## src/design/ptc_pkg.sv

```systemverilog
/*
 * Shared constants for the paired timer block: register offsets, control
 * word field positions, writable masks, reset values and prescale codes.
 * Assumes a 16-bit register port with one-cycle read latency.
 */
package ptc_pkg;

    localparam int ADDR_W = 4;
    localparam int DATA_W = 16;

    // register offsets (word addresses on the plain register port)
    localparam logic [3:0] OFF_LOWER_CTRL = 4'h0;
    localparam logic [3:0] OFF_UPPER_CTRL = 4'h1;
    localparam logic [3:0] OFF_LOWER_COUNT = 4'h2;
    localparam logic [3:0] OFF_UPPER_COUNT = 4'h3;
    localparam logic [3:0] OFF_LOWER_PERIOD = 4'h4;
    localparam logic [3:0] OFF_UPPER_PERIOD = 4'h5;
    localparam logic [3:0] OFF_IRQ_STATUS = 4'h6;
    localparam logic [3:0] OFF_IRQ_ENABLE = 4'h7;
    localparam logic [3:0] OFF_IRQ_CLEAR = 4'h8;

    // control word field positions
    localparam int BIT_RUN = 15;
    localparam int BIT_HALT_IDLE = 13;
    localparam int BIT_GATE = 6;
    localparam int BIT_PRESCALE_HI = 5;
    localparam int BIT_PRESCALE_LO = 4;
    localparam int BIT_JOIN = 3;
    localparam int BIT_SOURCE = 1;

    // writable bits; the upper word has no join bit
    localparam logic [15:0] LOWER_CTRL_MASK = 16'ha07a;
    localparam logic [15:0] UPPER_CTRL_MASK = 16'ha072;
    localparam logic [15:0] CTRL_RESET = 16'h0000;
    localparam logic [15:0] COUNT_RESET = 16'h0000;
    localparam logic [15:0] PERIOD_RESET = 16'hffff;

    // interrupt status bits
    localparam int IRQ_LOWER = 0;
    localparam int IRQ_UPPER = 1;
    localparam logic [15:0] IRQ_MASK = 16'h0003;

    // prescale codes and tick counts (minus one)
    localparam logic [1:0] PS_1 = 2'h0;
    localparam logic [1:0] PS_8 = 2'h1;
    localparam logic [1:0] PS_64 = 2'h2;
    localparam logic [1:0] PS_256 = 2'h3;
    localparam logic [7:0] PS_1_LAST = 8'h00;
    localparam logic [7:0] PS_8_LAST = 8'h07;
    localparam logic [7:0] PS_64_LAST = 8'h3f;
    localparam logic [7:0] PS_256_LAST = 8'hff;

endpackage : ptc_pkg

```

## src/design/ptc_prescaler.sv

```systemverilog
/*
 * One timer's count-source selection, gate and prescaler. Emits a one-cycle
 * count tick. Assumes pin inputs are already synchronous to i_clock.
 */
`timescale 1ns/100ps
module ptc_prescaler
    import ptc_pkg::*;
(
    input wire logic i_clock,
    input wire logic i_resetn,
    input wire logic i_enable,
    input wire logic i_run,
    input wire logic i_halt,
    input wire logic i_source_ext,
    input wire logic i_gate_en,
    input wire logic [1:0] i_prescale_select,
    input wire logic i_ext_clock,
    input wire logic i_gate,
    output logic o_tick
);
    logic ext_prev_reg;
    logic [7:0] div_reg;
    logic [7:0] div_last;
    logic raw;
    logic ext_rise;

    always_comb begin
        case (i_prescale_select)
            PS_1: div_last = PS_1_LAST;
            PS_8: div_last = PS_8_LAST;
            PS_64: div_last = PS_64_LAST;
            default: div_last = PS_256_LAST;
        endcase
    end

    assign ext_rise = i_ext_clock & ~ext_prev_reg;

    always_comb begin
        if (i_source_ext) begin
            // gate enable has no say on the external source
            raw = ext_rise;
        end else if (i_gate_en) begin
            raw = i_gate;
        end else begin
            raw = 1'b1;
        end
    end

    always_ff @(posedge i_clock or negedge i_resetn) begin
        if (!i_resetn) begin
            ext_prev_reg <= 1'b0;
        end else if (i_enable) begin
            ext_prev_reg <= i_ext_clock;
        end
    end

    always_ff @(posedge i_clock or negedge i_resetn) begin
        if (!i_resetn) begin
            div_reg <= 8'h00;
            o_tick <= 1'b0;
        end else if (i_enable) begin
            o_tick <= 1'b0;
            if (!i_run) begin
                div_reg <= 8'h00;
            end else if (i_halt) begin
                div_reg <= div_reg;
            end else if (raw) begin
                if (div_reg >= div_last) begin
                    div_reg <= 8'h00;
                    o_tick <= 1'b1;
                end else begin
                    div_reg <= div_reg + 8'h01;
                end
            end
        end
    end
endmodule : ptc_prescaler

```

## src/design/ptc_timer_pair.sv

```systemverilog
/*
 * Paired 16-bit timers, joinable into one 32-bit timer, with control,
 * count and period registers and a sticky period-match interrupt.
 * Assumes a register master with one-cycle strobes, read data next cycle,
 * and pins synchronous to i_clock.
 */
// Strobed register access and the register addresses are this design's own decisions.
`timescale 1ns/100ps
// Contract
// - halt-in-idle bit 13 stops counting in idle
// - external source ignores gate enable
// - internal source: bit 6 enables gating
// - join bit chains timers into 32 bits
// - join bit only in lower control bit 3
// - prescale field 5:4 selects 1,8,64,256
// - run bit 15; lower controls joined pair
// - lower is low word when joined
// - upper controls ignored when joined
module ptc_timer_pair
    import ptc_pkg::*;
#(
    parameter int WIDTH = 16
) (
    input wire logic i_clock,
    input wire logic i_resetn,
    input wire logic i_enable,
    input wire logic i_idle,
    input wire logic i_lower_ext_clock_pin,
    input wire logic i_upper_ext_clock_pin,
    input wire logic i_lower_gate,
    input wire logic i_upper_gate,
    input wire logic [ADDR_W-1:0] i_addr,
    input wire logic [DATA_W-1:0] i_wdata,
    input wire logic i_write,
    input wire logic i_read,
    output logic [DATA_W-1:0] o_rdata,
    output logic o_irq,
    output logic o_lower_match,
    output logic o_upper_match
);
    // counts share the register port, so the width is fixed to it
    if (WIDTH != DATA_W) begin : g_width_check
        $error("ptc_timer_pair: WIDTH must equal the register width");
    end

    logic [15:0] lower_timer_control_reg;
    logic [15:0] upper_timer_control_reg;
    logic [WIDTH-1:0] lower_count_reg;
    logic [WIDTH-1:0] upper_count_reg;
    logic [WIDTH-1:0] lower_period_reg;
    logic [WIDTH-1:0] upper_period_reg;
    logic [15:0] irq_status_reg;
    logic [15:0] irq_enable_reg;
    logic [15:0] rdata_next;

    logic join_wide_mode;
    logic lower_run, upper_run;
    logic lower_halt, upper_halt;
    logic lower_tick, upper_tick;
    logic lower_hit, upper_hit, wide_hit;
    logic lower_event, upper_event;
    logic [15:0] irq_set;
    logic [15:0] irq_clr;
    logic [15:0] uc_eff;

    assign join_wide_mode = lower_timer_control_reg[BIT_JOIN];
    // when joined the upper control word is not consulted at all
    assign uc_eff = join_wide_mode ? 16'h0000
                                   : upper_timer_control_reg;

    assign lower_run = lower_timer_control_reg[BIT_RUN];
    assign upper_run = uc_eff[BIT_RUN];
    assign lower_halt = i_idle
                        & lower_timer_control_reg[BIT_HALT_IDLE];
    assign upper_halt = i_idle & uc_eff[BIT_HALT_IDLE];

    ptc_prescaler u_lower_ps (
        .i_clock(i_clock),
        .i_resetn(i_resetn),
        .i_enable(i_enable),
        .i_run(lower_run),
        .i_halt(lower_halt),
        .i_source_ext(lower_timer_control_reg[BIT_SOURCE]),
        .i_gate_en(lower_timer_control_reg[BIT_GATE]),
        .i_prescale_select(lower_timer_control_reg[BIT_PRESCALE_HI:
                                                   BIT_PRESCALE_LO]),
        .i_ext_clock(i_lower_ext_clock_pin),
        .i_gate(i_lower_gate),
        .o_tick(lower_tick)
    );

    ptc_prescaler u_upper_ps (
        .i_clock(i_clock),
        .i_resetn(i_resetn),
        .i_enable(i_enable),
        .i_run(upper_run),
        .i_halt(upper_halt),
        .i_source_ext(uc_eff[BIT_SOURCE]),
        .i_gate_en(uc_eff[BIT_GATE]),
        .i_prescale_select(uc_eff[BIT_PRESCALE_HI:BIT_PRESCALE_LO]),
        .i_ext_clock(i_upper_ext_clock_pin),
        .i_gate(i_upper_gate),
        .o_tick(upper_tick)
    );

    assign lower_hit = lower_count_reg == lower_period_reg;
    assign upper_hit = upper_count_reg == upper_period_reg;
    assign wide_hit = lower_hit & upper_hit;

    assign lower_event = !join_wide_mode && lower_tick && lower_hit;
    assign upper_event = join_wide_mode ? (lower_tick && wide_hit)
                                        : (upper_tick && upper_hit);

    // lower word counts from the lower tick in both modes
    always_ff @(posedge i_clock or negedge i_resetn) begin
        if (!i_resetn) begin
            lower_count_reg <= COUNT_RESET;
        end else if (i_enable) begin
            if (i_write && i_addr == OFF_LOWER_COUNT) begin
                lower_count_reg <= i_wdata;
            end else if (lower_tick) begin
                if (join_wide_mode ? wide_hit : lower_hit) begin
                    lower_count_reg <= COUNT_RESET;
                end else begin
                    lower_count_reg <= lower_count_reg + 16'h0001;
                end
            end
        end
    end

    // joined: the upper word is the carry stage of the lower word
    always_ff @(posedge i_clock or negedge i_resetn) begin
        if (!i_resetn) begin
            upper_count_reg <= COUNT_RESET;
        end else if (i_enable) begin
            if (i_write && i_addr == OFF_UPPER_COUNT) begin
                upper_count_reg <= i_wdata;
            end else if (join_wide_mode) begin
                if (lower_tick && wide_hit) begin
                    upper_count_reg <= COUNT_RESET;
                end else if (lower_tick && lower_count_reg == 16'hffff) begin
                    upper_count_reg <= upper_count_reg + 16'h0001;
                end
            end else if (upper_tick) begin
                if (upper_hit) begin
                    upper_count_reg <= COUNT_RESET;
                end else begin
                    upper_count_reg <= upper_count_reg + 16'h0001;
                end
            end
        end
    end

    always_ff @(posedge i_clock or negedge i_resetn) begin
        if (!i_resetn) begin
            lower_timer_control_reg <= CTRL_RESET;
            upper_timer_control_reg <= CTRL_RESET;
            lower_period_reg <= PERIOD_RESET;
            upper_period_reg <= PERIOD_RESET;
            irq_enable_reg <= 16'h0000;
        end else if (i_enable && i_write) begin
            if (i_addr == OFF_LOWER_CTRL) begin
                lower_timer_control_reg <= i_wdata & LOWER_CTRL_MASK;
            end else if (i_addr == OFF_UPPER_CTRL) begin
                // bit 3 stays unimplemented here
                upper_timer_control_reg <= i_wdata & UPPER_CTRL_MASK;
            end else if (i_addr == OFF_LOWER_PERIOD) begin
                lower_period_reg <= i_wdata;
            end else if (i_addr == OFF_UPPER_PERIOD) begin
                upper_period_reg <= i_wdata;
            end else if (i_addr == OFF_IRQ_ENABLE) begin
                irq_enable_reg <= i_wdata & IRQ_MASK;
            end
        end
    end

    always_comb begin
        irq_set = 16'h0000;
        irq_set[IRQ_LOWER] = lower_event;
        irq_set[IRQ_UPPER] = upper_event;
        irq_clr = (i_write && i_addr == OFF_IRQ_CLEAR) ? i_wdata : 16'h0000;
    end

    // a match in the clearing cycle survives the clear
    always_ff @(posedge i_clock or negedge i_resetn) begin
        if (!i_resetn) begin
            irq_status_reg <= 16'h0000;
        end else if (i_enable) begin
            irq_status_reg <= ((irq_status_reg & ~irq_clr) | irq_set)
                              & IRQ_MASK;
        end
    end

    always_comb begin
        if (i_addr == OFF_LOWER_CTRL) begin
            rdata_next = lower_timer_control_reg;
        end else if (i_addr == OFF_UPPER_CTRL) begin
            rdata_next = upper_timer_control_reg;
        end else if (i_addr == OFF_LOWER_COUNT) begin
            rdata_next = lower_count_reg;
        end else if (i_addr == OFF_UPPER_COUNT) begin
            rdata_next = upper_count_reg;
        end else if (i_addr == OFF_LOWER_PERIOD) begin
            rdata_next = lower_period_reg;
        end else if (i_addr == OFF_UPPER_PERIOD) begin
            rdata_next = upper_period_reg;
        end else if (i_addr == OFF_IRQ_STATUS) begin
            rdata_next = irq_status_reg;
        end else if (i_addr == OFF_IRQ_ENABLE) begin
            rdata_next = irq_enable_reg;
        end else begin
            rdata_next = 16'h0000;
        end
    end

    always_ff @(posedge i_clock or negedge i_resetn) begin
        if (!i_resetn) begin
            o_rdata <= 16'h0000;
        end else if (i_enable) begin
            o_rdata <= i_read ? rdata_next : 16'h0000;
        end
    end

    always_ff @(posedge i_clock or negedge i_resetn) begin
        if (!i_resetn) begin
            o_irq <= 1'b0;
            o_lower_match <= 1'b0;
            o_upper_match <= 1'b0;
        end else if (i_enable) begin
            o_irq <= |((((irq_status_reg & ~irq_clr) | irq_set) & IRQ_MASK)
                       & irq_enable_reg);
            o_lower_match <= lower_event;
            o_upper_match <= upper_event;
        end
    end
endmodule : ptc_timer_pair

```

## config.mk

```make
export PLATFORM = sky130hd
export DESIGN_NAME = ptc_timer_pair
export DESIGN_NICKNAME = d
export VERILOG_FILES = /design/src/design/ptc_pkg.sv /design/src/design/ptc_prescaler.sv /design/src/design/ptc_timer_pair.sv
export SDC_FILE = /design/constraint.sdc
export NUM_CORES = 1
export LEC_CHECK = 0
export BUFFER_PORTS_ARGS = -buffer_cell sky130_fd_sc_hd__buf_2
export CORE_MARGIN = 2
export CORE_UTILIZATION = 45
export DETAILED_ROUTE_END_ITERATION = 10
export MAX_ROUTING_LAYER = met4
export PLACE_DENSITY = 0.75
export SYNTH_ARGS = -nofsm -noshare
export SYNTH_HDL_FRONTEND = slang
export SYNTH_SLANG_ARGS = --single-unit
```

## constraint.sdc

```tcl
create_clock -name i_clock -period 2.4 [get_ports i_clock]
set_input_delay 0.24 -clock i_clock [delete_from_list [all_inputs] [get_ports i_clock]]
set_output_delay 0.24 -clock i_clock [all_outputs]
set_load 0.01 [all_outputs]
```

==> impl_metrics.json, run 1 <==
{
  "status": "finished, final reports clean",
  "fin_crit_sh_pct": 95.5,
  "vias": 6122,
  "cts-root-buf": "clkbuf_16",
  "worstMarginPinSlew_ns": 1.14,
  "final_area_sq_um": 8750,
  "hold_path_class": "in2reg",
  "fmax_mhz": 436,
  "finClkSkew_ns": 0.0105,
  "drcViolationCount": 0,
  "rows": 46,
  "synth_cell_types": 73,
  "initial_core_util_pct": 45.7,
  "ys_warn_count": 0,
  "detail_route.wirelength_microns": 19900,
  "maxSlewViolCount": 0,
  "period_needed_ns": 2.29,
  "cts_tree": "yes",
  "p_total_mw": 7.24,
  "antenna_found_initial": 0,
  "syn-cell-area_sq_um": 7200,
  "synthTopCellsByArea": "dfrtp_1, dfstp_2, mux2_2, a22o_1, nand2_1",
  "grt-ovfl-total": 0,
  "final_cell_mix": "dfrtp_1, buf_4, nand2_1, buf_2, mux2_2",
  "cts_sinks": 120,
  "nets": 838,
  "p_leak_nw": 3.84,
  "final_antenna_net_count": 0,
  "startpoint_type": "register",
  "rsz0062_at_grt": "no",
  "yosysSeqAreaShare_pct": 42.3,
  "drive_gt1_share_pct": 33.4,
  "syn-num-nets": 740,
  "grt_max_degree": 71,
  "die_y_microns": 131,
  "stdcell_count": 1024,
  "path_clk_slew_ns": 0.06,
  "dp.cells": 987,
  "critical-path-slowest-cell": "dfrtp_1",
  "wl_per_cell_microns": 19.5,
  "cap_violations": 0,
  "final_common_cell": "dfrtp_1",
  "path_cells": "ha_1, nand3_1, nor4_2, nor3b_1, buf_4, o31ai_2, o31ai_4, buf_4, buf_12, buf_4, a22o_1",
  "grt_first_pass_wirelength_microns": 31200,
  "powerDensity_nw_per_um2": 827,
  "synth_seq_cells": 120,
  "port_buffers": 48,
  "maxSlewHeadroom_pct": 23.6,
  "grt_use_total_pct": 24.9,
  "crit_top_cell": "buf_4",
  "synth_top_area_cell": "dfrtp_1",
  "post-route-util_pct": 55.5,
  "first_pass_iters": 6,
  "num_antenna_cells": 0,
  "grt_pass1_vias": 5821,
  "chipWidth_microns": 131,
  "place.gp.congestion": 0.917,
  "dp_hpwl_microns": 14100,
  "cp_data_arrival_time_ns": 2.60,
  "crit_required_ns": 2.71,
  "endpoint_kind": "register",
  "area_growth_pct": 21.5,
  "cp_slowest_stage_delay_ns": 0.43,
  "coreArea_sq_um": 15800,
  "ctsLongestPathBuffers": 2,
  "setup_viol": 0,
  "critical_path_peak_fanout": 12,
  "max-vdd-ir-drop_v": 0.000450,
  "vias_per_cell": 5.98,
  "async_flop_share_pct": 100,
  "syn_area_per_cell_sq_um": 10.3,
  "path_class": "reg2reg",
  "ys.flop_type": "dfrtp_1",
  "synth_top_cell_area_share_pct": 30.6,
  "synth_edf_count": 0,
  "netlist_instances": 697,
  "htree_levels": 4,
  "initialDrtViolationCount": 459,
  "cts_made_buffers": 17,
  "die_area_sq_um": 17000,
  "io_pins": 49,
  "dpl_cell_area_sq_um": 8050,
  "hold_viol_final": 0,
  "clk_latency_ns": 0.43
}
==> path summary, 6_finish.rpt <==
check,start,endpoint,slack (ns),cells past startpoint
min in group asynchronous,i_resetn,lower_count_reg[11],0.30,2
max reg2reg,lower_count_reg[0],upper_count_reg[6],0.11,11
max,lower_count_reg[0],upper_count_reg[6],0.11,11
max in group asynchronous,i_resetn,lower_period_reg[12],1.33,3
min reg2reg,o_rdata[13],o_rdata[13],0.48,1
min,i_upper_ext_clock_pin,u_upper_ps.ext_prev_reg,0.06,2
==> Yosys cell counts (7+ instances only) <==
library cell   n
dfstp_2       32
xnor2_1       11
nand3_1       22
o21ai_1       12
mux2_1         8
inv_1         16
and3_1        16
dfrtp_1       88
o31ai_1       12
nand2b_1      12
ha_1          13
o41ai_1       10
a22o_1        39
clkbuf_1      15
o21ai_2       11
nor3_1         8
xor2_1        16
nor2_1        28
buf_2         14
a21o_1        10
nand2_1       70
o2bb2ai_1     11
a221oi_1      13
nand4_1        7
mux2_2        41
a21oi_1       17
o21ai_0       30
==> critical path, delay by kind of cell, from the launching register on <==
family                     cells  cell delay (ns)
AOI/OAI and AO/OA              3             0.60
buffers and inverters          4             0.57
DFF                            1             0.43
and+or+nand+nor                3             0.31
adders and majority gates      1             0.25
==> layer usage <==
metal	GRT usage, %	routed length, microns
met5	-	0
met4	12.4	822
met3	4.56	1140
met2	37.7	9330
met1	32.1	8640
==> report_power, final <==
group / internal, mW / switching (mW) / total (mW)
sequential: 2.43 / 0.361 / 2.79
clock: 1.75 / 0.901 / 2.65
combinational: 0.864 / 0.934 / 1.80
total: 5.04 / 2.20 / 7.24
==> what timing repair did <==
| item | CTS | global route |
|---|---|---|
| endpoints found under the setup margin | 11 | 28 |
| buffers inserted | 4 | 0 |
| cloned | 0 | 0 |
| pin swaps | 1 | 1 |
| hold endpoints to repair | 25 | 0 |
| resized for setup | 0 | 11 |
| hold buffers | 1 | 0 |
==> layout make-up <==
class	instances	area [sq um]
Clock buffer	22	454
Clock inverter	10	153
Fill cell	1362	7020
Inverter	16	60.1
Multi-Input combinational cell	517	3900
Sequential cell	120	3040
Tap cell	216	270
Timing Repair Buffer	123	871
==> logic make-up (layout without fill, tap and decap cells) <==
group,count (synthesis),after routing,share of synthesized area (%)
compound gates,210,210,22.1
xor+xnor,33,33,4.64
fa+ha+maj,13,13,2.26
buf+inv,60,171,4.43
flops,120,120,42.3
mux,54,54,8.53
simple gates,207,207,15.8
==> per-stage QoR <==
step,TNS [ns],setup WS (ns),hold WS (ns)
2_1_floorplan,0,0.0985,-0.0556
3_3_place_gp,0,0.0103,0.212
3_5_place_dp,-0.183,-0.0326,0.214
4_1_cts,0,0.0621,0.0505
5_1_grt,0,0.00539,0.0697
6_report,0,0.109,0.0626
(Power assumes the default switching activity.)
==> run 2: changes to the inputs <==
GPL_ROUTABILITY_DRIVEN = 0   (was default)
HOLD_SLACK_MARGIN = 0.08   (was default)
PLACE_DENSITY = default   (was 0.75)
==> impl_metrics.json, run 2 (synthesis results as in run 1) <==
{
  "fmax_mhz": 430,
  "nets": 842,
  "die_y_microns": 131,
  "cp_slowest_stage_delay_ns": 0.55,
  "multi_input_area_sq_um": 3890,
  "startpoint_type": "register",
  "die_area_sq_um": 17000,
  "first_pass_iters": 5,
  "maxSlewViolCount": 0,
  "hold_path_class": "in2reg",
  "post-route-util_pct": 55.8,
  "drive_gt1_share_pct": 33.1,
  "rows": 46,
  "final_antenna_net_count": 0,
  "finClkSkew_ns": 0.00781,
  "grt_use_total_pct": 26.8,
  "cts_tree": "yes",
  "detail_route.wirelength_microns": 21300,
  "coreArea_sq_um": 15800,
  "wl_per_cell_microns": 20.7,
  "initial_core_util_pct": 45.7,
  "cp_data_arrival_time_ns": 2.63,
  "fin_crit_sh_pct": 97.0,
  "io_pins": 49,
  "cts_made_buffers": 17,
  "worstMarginPinSlew_ns": 0.630,
  "antenna_found_initial": 0,
  "final_cell_mix": "dfrtp_1, buf_4, nand2_1, buf_2, mux2_2",
  "period_needed_ns": 2.33,
  "setup_tns_ns": 0,
  "cts_sinks": 120,
  "hold_viol_final": 0,
  "max-vdd-ir-drop_v": 0.000583,
  "ctsLongestPathBuffers": 2,
  "endpoint_kind": "register",
  "num_antenna_cells": 0,
  "maxSlewHeadroom_pct": 57.7,
  "fillers": 1409,
  "vias": 6071,
  "path_cells": "xnor2_1, nand4_1, nor4_4, buf_4, nand2_2, o31ai_4, buf_12, buf_12, o21ai_2, a22o_1",
  "final_common_cell": "dfrtp_1",
  "powerDensity_nw_per_um2": 830,
  "cap_violations": 0,
  "worstPathBufferInverterCount": 3,
  "grt_max_degree": 60,
  "clk_latency_ns": 0.43,
  "grt_first_pass_wirelength_microns": 33200,
  "crit_required_ns": 2.71,
  "grt_pass1_vias": 6016,
  "critical_path_peak_fanout": 10,
  "dp_hpwl_microns": 15300,
  "path_clk_slew_ns": 0.06,
  "status": "finished, final reports clean",
  "crit_family": "flip-flops",
  "crit_top_cell": "buf_12",
  "setup_viol": 0,
  "drcViolationCount": 0,
  "chipWidth_microns": 131,
  "initialDrtViolationCount": 469,
  "seqCellArea_sq_um": 3040,
  "area_growth_pct": 22.1,
  "vias_per_cell": 5.91,
  "cts-root-buf": "clkbuf_16",
  "htree_levels": 4,
  "whs_ns": 0.102,
  "critical-path-slowest-cell": "dfstp_2",
  "path_class": "reg2reg",
  "port_buffers": 48,
  "p_leak_nw": 3.86,
  "grt-ovfl-total": 0
}
==> run 2: worst paths after layout <==
check                                          from                  end  slack, ns  depth (start not counted)
worst max-delay path            lower_period_reg[2]  upper_count_reg[10]       0.07                         10
worst min-delay path                         i_read           o_rdata[5]       0.10                          3
worst max register to register  lower_period_reg[2]  upper_count_reg[10]       0.07                         10
worst min register to register          o_rdata[13]          o_rdata[13]       0.48                          1
max in group asynchronous                  i_resetn  upper_period_reg[4]       1.27                          3
min in group asynchronous                  i_resetn          o_rdata[14]       0.31                          2
==> run 2: worst reg2reg max path: cells and delay by family (launching register included) <==
kind | cells | cell delay [ns]
flops | 1 | 0.55
simple gates | 3 | 0.55
compound gates | 3 | 0.52
buf+inv | 3 | 0.45
xor+xnor | 1 | 0.15
==> run 2: stage by stage <==
stage	instances	instance area, sq um	power, mW	worst slack [ns]
after floorplan	697	7200	3.90	0.0985
after global placement	990	8080	4.59	0.0826
after detailed placement	990	8080	4.64	0.0137
after CTS	1025	8700	7.27	0.0276
after global routing	1028	8790	7.63	-0.0147
final	1028	8790	7.30	0.0720
==> run 2: final cells by class <==
cell class	instances	share of cell area [%]
well taps	216	3.07
clock inverters	7	1.35
flip-flops and latches	120	34.6
repair buffers	127	10.6
inverters	16	0.683
clock buffers	25	5.41
multi-input cells	517	44.2
==> run 2: per-layer routing <==
layer / part of all wire, % / vias to the layer above / track usage [%] / wire length [microns]
met5: 0 / - / - / 0
met4: 2.1 / 0 / 9.07 / 444
met3: 4.9 / 27 / 5.25 / 1060
met2: 48 / 173 / 40.3 / 10100
met1: 45 / 3036 / 36.6 / 9690
li1: - / 2835 / - / -
==> run 2: power breakdown <==
group,internal [mW],leakage [nW],switching (mW)
sequential,2.43,1.50,0.348
combinational,0.912,2.08,0.989
clock,1.69,0.282,0.932
==> run 2: what timing repair did <==
action | CTS | global route
pin swaps | 1 | 3
resized for setup | 0 | 7
setup buffers | 0 | 2
hold buffers | 3 | 0
cloned | 0 | 1
setup endpoints to repair | 3 | 22
hold endpoints to repair | 25 | 0
